$ cat config.mk
export PLATFORM = sky130hd
export DESIGN_NAME = smbus_transfer_mode_engine
export DESIGN_NICKNAME = d
export VERILOG_FILES = /design/src/smb_engine_pkg.sv /design/src/bus_pin_sync.sv /design/src/scl_tick_gen.sv /design/src/smbus_transfer_mode_engine.sv
export SDC_FILE = /design/constraint.sdc
export NUM_CORES = 1
export LEC_CHECK = 0
export CAP_MARGIN = 15
export CELL_PAD_IN_SITES_DETAIL_PLACEMENT = 1
export CELL_PAD_IN_SITES_GLOBAL_PLACEMENT = 2
export CORE_ASPECT_RATIO = 0.8
export CORE_MARGIN = 3
export CORE_UTILIZATION = 43
export CTS_BUF_LIST = sky130_fd_sc_hd__clkbuf_2
export DETAILED_ROUTE_END_ITERATION = 10
export DONT_BUFFER_PORTS = 1
export PLACE_DENSITY_LB_ADDON = 0.1
export SYNTH_ARGS = -nofsm -noshare
export SYNTH_HDL_FRONTEND = slang
export SYNTH_HIERARCHICAL = 1
export SYNTH_SLANG_ARGS = --single-unit
$ cat constraint.sdc
create_clock -name clk -period 3.8 [get_ports clk]
set_input_delay 0.76 -clock clk [delete_from_list [all_inputs] [get_ports clk]]
set_output_delay 0.76 -clock clk [all_outputs]
set_load 0.02 [all_outputs]
$ cat src/smb_engine_pkg.sv
/*
  Shared constants and types of the serial bus byte engine.
  Assumes a 20 MHz system clock and the documented register port.
*/
package smb_engine_pkg;

  // ----------------------------------------------------------------
  // Register offsets and reset values
  // ----------------------------------------------------------------
  localparam logic [7:0] CTRL_OFS   = 8'hc0;
  localparam logic [7:0] DATA_OFS   = 8'hc2;
  localparam logic [7:0] CTRL_RESET = 8'h00;
  localparam logic [7:0] DATA_RESET = 8'h00;

  // ----------------------------------------------------------------
  // Frame positions
  // ----------------------------------------------------------------
  localparam logic [3:0] BIT_LAST = 4'h7;
  localparam logic [3:0] BIT_ACK  = 4'h8;

  // ----------------------------------------------------------------
  // Timing
  // ----------------------------------------------------------------
  localparam int CLK_PERIOD_NS   = 50;
  localparam int SCL_HALF_NS     = 5000;
  localparam int SCL_HALF_CYCLES =
    (SCL_HALF_NS + CLK_PERIOD_NS - 1) / CLK_PERIOD_NS;

  // ----------------------------------------------------------------
  // Types
  // ----------------------------------------------------------------
  typedef struct packed {
    logic master;
    logic txmode;
    logic start_request_bit;
    logic stop_request_bit;
    logic ack_request_flag;
    logic arb_lost;
    logic ack;
    logic byte_event;
  } ctrl_t;

  typedef struct packed {
    logic scl;
    logic sda;
    logic scl_rise;
    logic scl_fall;
    logic start;
    logic stop;
  } pin_ev_t;

  typedef enum logic [2:0] {
    M_IDLE   = 3'b000,
    M_START  = 3'b001,
    M_RUN    = 3'b011,
    M_STOP_A = 3'b010,
    M_STOP_B = 3'b110,
    M_RS_A   = 3'b111,
    M_RS_B   = 3'b101
  } mst_state_t;

endpackage : smb_engine_pkg

$ cat src/bus_pin_sync.sv
/*
  Two-flop synchronisers for the clock and data lines, with edge,
  START and STOP detection on the synchronised levels.
  Assumes both lines idle high (pulled up) outside transfers.
*/
`timescale 1ns/100ps
module bus_pin_sync
  import smb_engine_pkg::*;
(
  // Clock and reset
  input  wire logic    clk,
  input  wire logic    rst_n,
  // Bus lines
  input  wire logic    scl_in,
  input  wire logic    sda_in,
  // Events
  output pin_ev_t      ev
);

  logic [2:0] scl_q;
  logic [2:0] sda_q;
  logic [2:0] scl_d;
  logic [2:0] sda_d;

  always_comb
  begin
    scl_d = {scl_q[1:0], scl_in};
    sda_d = {sda_q[1:0], sda_in};
  end

  always_ff @(posedge clk)
  begin
    if (!rst_n)
    begin
      scl_q <= 3'h7;
      sda_q <= 3'h7;
    end
    else
    begin
      scl_q <= scl_d;
      sda_q <= sda_d;
    end
  end

  always_comb
  begin
    ev.scl      = scl_q[1];
    ev.sda      = sda_q[1];
    ev.scl_rise = scl_q[1] & ~scl_q[2];
    ev.scl_fall = ~scl_q[1] & scl_q[2];
    ev.start    = scl_q[1] & scl_q[2] & ~sda_q[1] & sda_q[2];
    ev.stop     = scl_q[1] & scl_q[2] & sda_q[1] & ~sda_q[2];
  end

endmodule : bus_pin_sync

$ cat src/scl_tick_gen.sv
/*
  Divider giving a one-cycle enable at each half period of the
  generated serial clock. Restarts whenever run is low.
*/
`timescale 1ns/100ps
module scl_tick_gen
  import smb_engine_pkg::*;
#(
  parameter int HALF_CYCLES = SCL_HALF_CYCLES
)
(
  // Clock and reset
  input  wire logic clk,
  input  wire logic rst_n,
  // Control
  input  wire logic run,
  output logic      tick
);

  logic [15:0] cnt_q;
  logic [15:0] cnt_d;

  always_comb
  begin
    tick  = run && (cnt_q == 16'(HALF_CYCLES - 1));
    cnt_d = (!run || tick) ? 16'h0000 : cnt_q + 16'h0001;
  end

  always_ff @(posedge clk)
  begin
    if (!rst_n)
      cnt_q <= 16'h0000;
    else
      cnt_q <= cnt_d;
  end

endmodule : scl_tick_gen

$ cat src/smbus_transfer_mode_engine.sv
/*
  Byte transfer engine: data register, control flags and the four
  transfer modes on an open-drain clock and data line pair.
  Assumes external pull-ups and a single-cycle register port.
*/
`timescale 1ns/100ps

// What this block does
// Software touches the data byte only while the byte event flag is set.
// Data byte stays unchanged while the byte event flag is set.
// Bytes shift out MSB first; first received bit lands in MSB.
// Bus value is shifted in while sending; register holds last bus byte.
// Lost arbitration turns master transmitter into receiver, byte intact.
// Master from generated START until STOP or lost arbitration.
// Byte event before ACK as receiver, after ACK as transmitter.
// Master transmitter drives clock, makes START, sends address and data.
// No data write after transmit event means receive; stop bit ends it.
// Master receiver sends read address then clocks bytes in.
// Each received byte sets ack request; software picks ACK or NACK.
// Master receiver software NACKs last byte then requests STOP.
// Data write as active master receiver switches to transmitter.
// Enabled slave enters receiver on write address, flags and interrupts.
// NACKed address mutes slave until next START; ACK receives data.
// Slave receiver leaves on STOP; data write switches to transmit.
// Read address received, ACKed and loaded, then bytes are sent.
// Slave transmitter software loads after ACK, never before clear on NACK.
// No write after slave transmit event means receive; STOP ends it.
// Clock line held low while the byte event flag is set; the slave STOP event clears active_q and leaves it free.
// Stop request bit clears itself once the STOP is made.
// ACK bit and new data taken when the event flag clears.
module smbus_transfer_mode_engine
  import smb_engine_pkg::*;
#(
  parameter logic [6:0] OWN_ADDR    = 7'h2a,
  parameter int         HALF_CYCLES = SCL_HALF_CYCLES
)
(
  // Clock and reset
  input  wire logic       clk,
  input  wire logic       rst_n,
  // Register port
  input  wire logic [7:0] sfr_addr,
  input  wire logic       sfr_wr,
  input  wire logic [7:0] sfr_wdata,
  output logic      [7:0] sfr_rdata,
  // Configuration
  input  wire logic       bus_enable,
  input  wire logic       slave_event_inhibit,
  // Event
  output logic            byte_event,
  // Bus lines
  input  wire logic       scl_in,
  output logic            scl_out,
  output logic            scl_oe,
  input  wire logic       sda_in,
  output logic            sda_out,
  output logic            sda_oe
);

  // ----------------------------------------------------------------
  // Pin sampling and clock divider
  // ----------------------------------------------------------------
  pin_ev_t ev;
  logic    tick;

  mst_state_t mst_q;
  mst_state_t mst_d;

  bus_pin_sync u_sync (
    .clk    (clk),
    .rst_n  (rst_n),
    .scl_in (scl_in),
    .sda_in (sda_in),
    .ev     (ev)
  );

  scl_tick_gen #(
    .HALF_CYCLES (HALF_CYCLES)
  ) u_tick (
    .clk   (clk),
    .rst_n (rst_n),
    .run   (mst_q != M_IDLE),
    .tick  (tick)
  );

  // ----------------------------------------------------------------
  // Engine state
  // ----------------------------------------------------------------
  ctrl_t       ctl_q;
  ctrl_t       ctl_d;
  logic [7:0]  serial_data_byte_reg_q;
  logic [7:0]  dat_d;
  logic [3:0]  bit_q;
  logic [3:0]  bit_d;
  logic        active_q;
  logic        active_d;
  logic        addr_ph_q;
  logic        addr_ph_d;
  logic        sel_q;
  logic        sel_d;
  logic        supp_q;
  logic        supp_d;
  logic        wrote_q;
  logic        wrote_d;
  logic        busy_q;
  logic        busy_d;
  logic        sda_low_q;
  logic        sda_low_d;
  logic        scl_low_q;
  logic        scl_low_d;
  logic [7:0]  rdata_q;
  logic [7:0]  rdata_d;
  logic        si_clear;
  logic        go;
  logic        match;

  always_comb
  begin
    ctl_d     = ctl_q;
    dat_d     = serial_data_byte_reg_q;
    bit_d     = bit_q;
    active_d  = active_q;
    addr_ph_d = addr_ph_q;
    sel_d     = sel_q;
    supp_d    = supp_q;
    wrote_d   = wrote_q;
    busy_d    = busy_q;
    sda_low_d = sda_low_q;
    scl_low_d = scl_low_q;
    mst_d     = mst_q;
    go        = 1'b0;
    match     = (serial_data_byte_reg_q[7:1] == OWN_ADDR) &&
                !slave_event_inhibit && !supp_q;

    // Software writes; data only while the event flag stands
    if (sfr_wr && sfr_addr == CTRL_OFS)
    begin
      ctl_d.start_request_bit = sfr_wdata[5];
      ctl_d.stop_request_bit  = sfr_wdata[4];
      ctl_d.ack               = sfr_wdata[1];
      ctl_d.byte_event        = ctl_q.byte_event & sfr_wdata[0];
    end
    if (sfr_wr && sfr_addr == DATA_OFS && ctl_q.byte_event)
    begin
      dat_d   = sfr_wdata;
      wrote_d = 1'b1;
    end
    si_clear = ctl_q.byte_event && !ctl_d.byte_event;
    if (si_clear)
      ctl_d.arb_lost = 1'b0;

    // Flag release: receiver drives chosen ACK, transmitter moves on
    if (si_clear && active_q && bit_q == BIT_ACK)
    begin
      if (ctl_q.txmode)
        go = 1'b1;
      else
        sda_low_d = ctl_d.ack;                      // see R11
    end

    // Bit sampling on the rising clock edge
    if (ev.scl_rise && active_q && !ctl_q.byte_event)
    begin
      if (bit_q < BIT_ACK)
      begin
        dat_d = {serial_data_byte_reg_q[6:0], ev.sda}; // see R3
        if (ctl_q.txmode && !sda_low_q && !ev.sda)
        begin
          ctl_d.arb_lost = 1'b1;
          ctl_d.txmode   = 1'b0;
          if (ctl_q.master)
          begin
            ctl_d.master = 1'b0;
            mst_d        = M_IDLE;
            scl_low_d    = 1'b0;
          end
        end
      end
      else if (ctl_q.txmode)
        ctl_d.ack = ~ev.sda;
    end

    // Bit advance on the falling clock edge
    if (ev.scl_fall && active_q && !ctl_q.byte_event)
    begin
      if (bit_q < BIT_LAST)
      begin
        bit_d     = bit_q + 4'h1;
        sda_low_d = ctl_q.txmode & ~serial_data_byte_reg_q[7];
      end
      else if (bit_q == BIT_LAST)
      begin
        bit_d     = BIT_ACK;
        sda_low_d = 1'b0;
        if (addr_ph_q)
        begin
          if (match)
          begin
            sel_d                   = 1'b1;         // see R14
            ctl_d.byte_event        = 1'b1;
            ctl_d.ack_request_flag  = 1'b1;
            ctl_d.start_request_bit = 1'b1;
            ctl_d.txmode            = 1'b0;
          end
          else
          begin
            active_d  = 1'b0;
            addr_ph_d = 1'b0;
          end
        end
        else if (!ctl_q.txmode)
        begin
          ctl_d.byte_event       = 1'b1;            // see R7
          ctl_d.ack_request_flag = 1'b1;
        end
      end
      else if (ctl_q.txmode)
      begin
        ctl_d.byte_event = 1'b1;
        sda_low_d        = 1'b0;
      end
      else
        go = 1'b1;
    end

    // Start of the next byte, or end of the transfer
    if (go)
    begin
      bit_d                  = 4'h0;
      wrote_d                = 1'b0;
      addr_ph_d              = 1'b0;
      ctl_d.ack_request_flag = 1'b0;
      sda_low_d              = 1'b0;
      if (addr_ph_q && !ctl_q.ack)
      begin
        supp_d   = 1'b1;
        active_d = 1'b0;
        sel_d    = 1'b0;
      end
      else if (ctl_q.master && ctl_d.stop_request_bit)
      begin
        mst_d    = M_STOP_A;
        active_d = 1'b0;
      end
      else if (ctl_q.master && ctl_d.start_request_bit)
      begin
        mst_d    = M_RS_A;
        active_d = 1'b0;
      end
      else
      begin
        ctl_d.txmode = wrote_q;             // see R9 see R13 see R16
        sda_low_d    = wrote_q & ~serial_data_byte_reg_q[7];
      end
    end

    // Conditions seen on the bus
    if (ev.start)
      busy_d = 1'b1;
    if (ev.stop)
      busy_d = 1'b0;
    if (ev.start && mst_q == M_IDLE && !ctl_q.master && bus_enable)
    begin
      supp_d       = 1'b0;
      active_d     = 1'b1;
      addr_ph_d    = 1'b1;
      sel_d        = 1'b0;
      bit_d        = 4'h0;
      ctl_d.txmode = 1'b0;
      sda_low_d    = 1'b0;
    end
    if (ev.stop && mst_q == M_IDLE && !ctl_q.master)
    begin
      if (sel_q)
      begin
        ctl_d.stop_request_bit = 1'b1;              // see R16
        ctl_d.byte_event       = 1'b1;
      end
      sel_d        = 1'b0;
      active_d     = 1'b0;
      ctl_d.txmode = 1'b0;
      sda_low_d    = 1'b0;
    end

    // Master condition and clock generation
    unique case (mst_q)
      M_IDLE:
        if (ctl_q.start_request_bit && !ctl_q.master && !busy_q &&
            !active_q && bus_enable)
        begin
          sda_low_d = 1'b1;
          mst_d     = M_START;
        end
      M_START:
        if (tick)
        begin
          scl_low_d        = 1'b1;
          ctl_d.master     = 1'b1;                  // see R6
          ctl_d.txmode     = 1'b1;
          ctl_d.byte_event = 1'b1;
          active_d         = 1'b1;
          addr_ph_d        = 1'b0;
          sel_d            = 1'b0;
          bit_d            = BIT_ACK;
          mst_d            = M_RUN;
        end
      M_RUN:
        if (tick && active_q && !ctl_q.byte_event)
        begin
          if (scl_low_q)
            scl_low_d = 1'b0;                       // see R8
          else if (ev.scl)
            scl_low_d = 1'b1;
        end
      M_STOP_A:
      begin
        sda_low_d = 1'b1;
        if (tick && sda_low_q)
        begin
          scl_low_d = 1'b0;
          mst_d     = M_STOP_B;
        end
      end
      M_STOP_B:
        if (tick && ev.scl)
        begin
          sda_low_d              = 1'b0;
          ctl_d.stop_request_bit = 1'b0;
          ctl_d.master           = 1'b0;
          ctl_d.txmode           = 1'b0;
          mst_d                  = M_IDLE;
        end
      M_RS_A:
      begin
        sda_low_d = 1'b0;
        if (tick && !sda_low_q)
        begin
          scl_low_d = 1'b0;
          mst_d     = M_RS_B;
        end
      end
      M_RS_B:
        if (tick && ev.scl)
        begin
          sda_low_d = 1'b1;
          mst_d     = M_START;
        end
      default:
      begin
        mst_d     = M_IDLE;
        scl_low_d = 1'b0;
        sda_low_d = 1'b0;
      end
    endcase

    // Registered read data
    rdata_d = 8'h00;
    if (sfr_addr == CTRL_OFS)
      rdata_d = ctl_d;
    else if (sfr_addr == DATA_OFS)
      rdata_d = serial_data_byte_reg_q;
  end

  always_ff @(posedge clk)
  begin
    if (!rst_n)
    begin
      ctl_q                  <= ctrl_t'(CTRL_RESET);
      serial_data_byte_reg_q <= DATA_RESET;
      bit_q                  <= 4'h0;
      active_q               <= 1'b0;
      addr_ph_q              <= 1'b0;
      sel_q                  <= 1'b0;
      supp_q                 <= 1'b0;
      wrote_q                <= 1'b0;
      busy_q                 <= 1'b0;
      sda_low_q              <= 1'b0;
      scl_low_q              <= 1'b0;
      mst_q                  <= M_IDLE;
      rdata_q                <= 8'h00;
    end
    else
    begin
      ctl_q                  <= ctl_d;
      serial_data_byte_reg_q <= dat_d;
      bit_q                  <= bit_d;
      active_q               <= active_d;
      addr_ph_q              <= addr_ph_d;
      sel_q                  <= sel_d;
      supp_q                 <= supp_d;
      wrote_q                <= wrote_d;
      busy_q                 <= busy_d;
      sda_low_q              <= sda_low_d;
      scl_low_q              <= scl_low_d;
      mst_q                  <= mst_d;
      rdata_q                <= rdata_d;
    end
  end

  // ----------------------------------------------------------------
  // Outputs
  // ----------------------------------------------------------------
  always_comb
  begin
    sfr_rdata  = rdata_q;
    byte_event = ctl_q.byte_event;
    scl_out    = 1'b0;
    sda_out    = 1'b0;
    scl_oe     = scl_low_q |
                 (ctl_q.byte_event & active_q & ~ctl_q.master);
    sda_oe     = sda_low_q;
  end

endmodule : smbus_transfer_mode_engine

==> metrics.md <==
| Metric | Value |
|---|---|
| Synth top area cells | dfxtp_1 (38%), nor2_1 (4.7%), nand2_1 (4.2%) |
| CTS Root Cell | clkbuf_2 |
| WL met1 | 4660 µm |
| Max Clock Freq | 383 MHz |
| Chip Width | 103 µm |
| Min Tclk post-route | 2.61 ns |
| Die area | 8560 µm² |
| GR Overflow Total | 0 |
| Worst-Skew Late Latency | 0.51 ns |
| CP Cell Sequence | ha_1, and3_1, nand4_1, nor2_1, nand2_1, o31ai_1, nor2_1, nand2_1, o21ai_0, a22o_1 |
| CP peak stage delay | 0.57 ns |
| Yosys Warn Count | 6 |
| Max Used Layer | met4 |
| Vias in the first global route | 2792 |
| CP Class | flip-flop to flip-flop |
| Least-Margin Pin Slew | 0.935 ns |
| Cells after Synth | 371 |
| # rows | 27 |
| Power Density | 339 nW/µm² |
| Worst path required time | 4.22 ns |
| Number of synthesized flops with an enable pin | 0 |
| Reg-to-Reg Start | u_tick/cnt_q[0]$_SDFF_PP0_ |
| Post-synthesis area per instance | 8.67 µm² |
| Arrival @ worst endpoint | 3.03 ns |
| Max VDD drop | 0.234 mV |
| Avg WL per Cell | 20.4 µm |
| Slowest cell on crit path | o31ai_1 |
| Vias | 2772 |
| Final hold violations | 0 |
| Setup violators final | 0 |
| Layout cell share with drive strength beyond 1 | 0.0921 |
| Slew Limit Fails | 0 |
| Crit Path Max Fanout | 5 |
| Die height | 83.4 µm |
| Min-Delay Path Class | primary input to flip-flop |
| Vias per inst | 6.08 |
| Routed WL | 9290 µm |
| Placer Congestion | 0.890 |
| Total Neg Setup Slack | 0 ns |
| Tot GR Track Use | 0.233 |
| CTS resizes | 0 |
| Worst hold start | rst_n |
| Worst Setup End Kind | flip-flop |
| Multi-input gate area | 1840 µm² |
| Synthesized cell area | 3220 µm² |
| # fillers | 859 |
| Static leakage power | 0.00124 µW |
| Period utilization | 0.686 |
| WL met2 | 4030 µm |
| Max-cap violations | 0 |
| Sequential Area | 1220 µm² |
| Final Skew | 0.0247 ns |
| Routed wl met3 | 499 µm |
| Initial Util | 0.456 |
| Initial antenna violation count | 0 |
| Async S/R FF share, synth | 0 |
| Post-synthesis sequential area ratio | 0.379 |
| Htree depth | 3 |
| Pre-antenna DRT Iters | 4 |
| Final Util | 0.478 |
| WP buf/inv | 0 |
| Status | finished, final reports clean |
| RSZ-0062 raised after global routing | false |
| Post-CTS Setup Bufs | 0 |
| TritonCTS clock tree | yes |
| CTS Hold Bufs | 0 |
| Top-count cell post-synth | dfxtp_1 |
| Starting DRT DRC Count | 158 |
| Port Buffers | 0 |
| Final #Nets | 390 |
| Synth cell types | 68 |
| Slew margin rel. | 0.374 |
| Area delta synth->final | 4.86% |
| Worst setup startpoint | u_tick/cnt_q[0]$_SDFF_PP0_ |
| Routed Antenna Nets | 0 |
| HPWL Detailed | 6750 µm |
| Cell taking the most area after synthesis | dfxtp_1 |
| Most instantiated cells after synthesis | dfxtp_1 (61), nor2_1 (40), nand2_1 (36), a21oi_1 (13), nand3_1 (13) |
| CTS Buf Count | 9 |
| Io pins | 36 |
| Critical path's top delay family | compound AO/OA/AOI/OAI gates |
| Primary FF master, synth | dfxtp_1 |
| Clock Tree Buf Depth | 2 |
| CTS clock-pin slew for the worst setup and hold paths | 0.19 ns |
| ANT cells | 0 |
| Synth top area share | 0.379 |
| Core area | 7060 µm² |
| CTS Sinks | 61 |
| Yosys reg bits | 61 |
| Startpoint Class | flip-flop |
| First-pass GRT wire length | 15500 µm |
| Largest net degree at the start of global routing | 34 |
| Remaining DRCs | 0 |
## layout make-up
type / count / share of cell area
Multi-Input combinational cell: 277 / 0.545
Sequential cell: 61 / 0.362
Tap cell: 87 / 0.0323
Clock inverter: 6 / 0.0260
Clock buffer: 10 / 0.0148
Inverter: 12 / 0.0133
Timing Repair Buffer: 3 / 0.00667
## registers in the layout, indices dropped and copies added, names as in the netlist
register,cells
sda_oe,1
sel_q,1
ctl_q,7
scl_low_q,1
u_sync/scl_q,3
mst_q,3
supp_q,1
active_q,1
serial_data_byte_reg_q,8
byte_event,1
wrote_q,1
busy_q,1
u_tick/cnt_q,16
sfr_rdata,8
bit_q,4
addr_ph_q,1
u_sync/sda_q,3
## metal layers
layer	track usage	up-vias
li1	-	1340
met1	0.352	1362
met2	0.325	61
met3	0.0680	9
met4	0.0453	0
met5	0	-
## through the flow
step | hold WS (ns) | cell area, µm² | instances | worst slack [ns] | power (µW)
2_1_floorplan | 0.386 | 3220 | 372 | 1.47 | 685
3_3_place_gp | 0.389 | 3240 | 440 | 0.954 | 685
3_5_place_dp | 0.399 | 3240 | 440 | 0.898 | 686
4_1_cts | 0.283 | 3370 | 456 | 1.18 | 1160
5_1_grt | 0.248 | 3370 | 456 | 0.934 | 1200
6_report | 0.313 | 3370 | 456 | 1.19 | 1140
## worst paths after layout
| kind | to | slack (ns) | depth (start not counted) |
|---|---|---|---|
| setup / recovery | sfr_rdata[7]$_SDFF_PN0_ | 1.19 | 10 |
| hold / removal | u_sync/scl_q[1]$_SDFF_PN1_ | 0.31 | 1 |
| setup reg to reg | sfr_rdata[7]$_SDFF_PN0_ | 1.19 | 10 |
| hold reg to reg | u_sync/scl_q[1]$_SDFF_PN1_ | 0.42 | 1 |
## cell families (layout without fill, tap and decap cells)
group           Yosys count  count (layout)  synth area share
fa+ha+maj                 3               3            0.0117
mux                      15              15            0.0478
flops                    61              61             0.379
other cells               1               2           0.00117
xor+xnor                 15              15            0.0408
simple gates            168             168             0.298
compound gates           74              74             0.171
buf+inv                  34              31            0.0502
## worst register-to-register path, stage by stage, from the launching register on
cell and delay (ns):
dfxtp_1 0.42, ha_1 0.26, and3_1 0.21, nand4_1 0.17, nor2_1 0.17, nand2_1 0.16, o31ai_1 0.57, nor2_1 0.09
nand2_1 0.08, o21ai_0 0.13, a22o_1 0.28
## where the power goes
| group | switching (µW) | internal, µW |
|---|---|---|
| Combinational | 14.7 | 9.69 |
| Clock | 253 | 218 |
| Sequential | 4.88 | 645 |
## cells in the final DEF, fill, tap and decap left out, drive strengths merged, types with 3 or more instances in the layout
| master | netlist | routed |
|---|---|---|
| xor2 | 6 | 6 |
| a31oi | 5 | 5 |
| nor4 | 9 | 9 |
| a21oi | 13 | 13 |
| nand3b | 3 | 3 |
| buf | 10 | 3 |
| ha | 3 | 3 |
| nor3 | 9 | 9 |
| xnor2 | 9 | 9 |
| and4b | 4 | 4 |
| a21boi | 3 | 3 |
| nor2 | 42 | 42 |
| and2 | 4 | 4 |
| dfxtp | 61 | 61 |
| nand4 | 12 | 12 |
| mux2i | 12 | 12 |
| nand2 | 36 | 36 |
| clkinvlp | 0 | 3 |
| o211a | 8 | 8 |
| mux2 | 3 | 3 |
| o22ai | 4 | 4 |
| nand2b | 8 | 8 |
| nand3 | 15 | 15 |
| nor3b | 3 | 3 |
| clkbuf | 12 | 10 |
| o21ai | 7 | 7 |
| o211ai | 3 | 3 |
| a22o | 6 | 6 |
| nor4b | 3 | 3 |
| a211oi | 6 | 6 |
| and3 | 4 | 4 |
| inv | 12 | 12 |
| nor2b | 4 | 4 |
(Power assumes the default switching activity.)
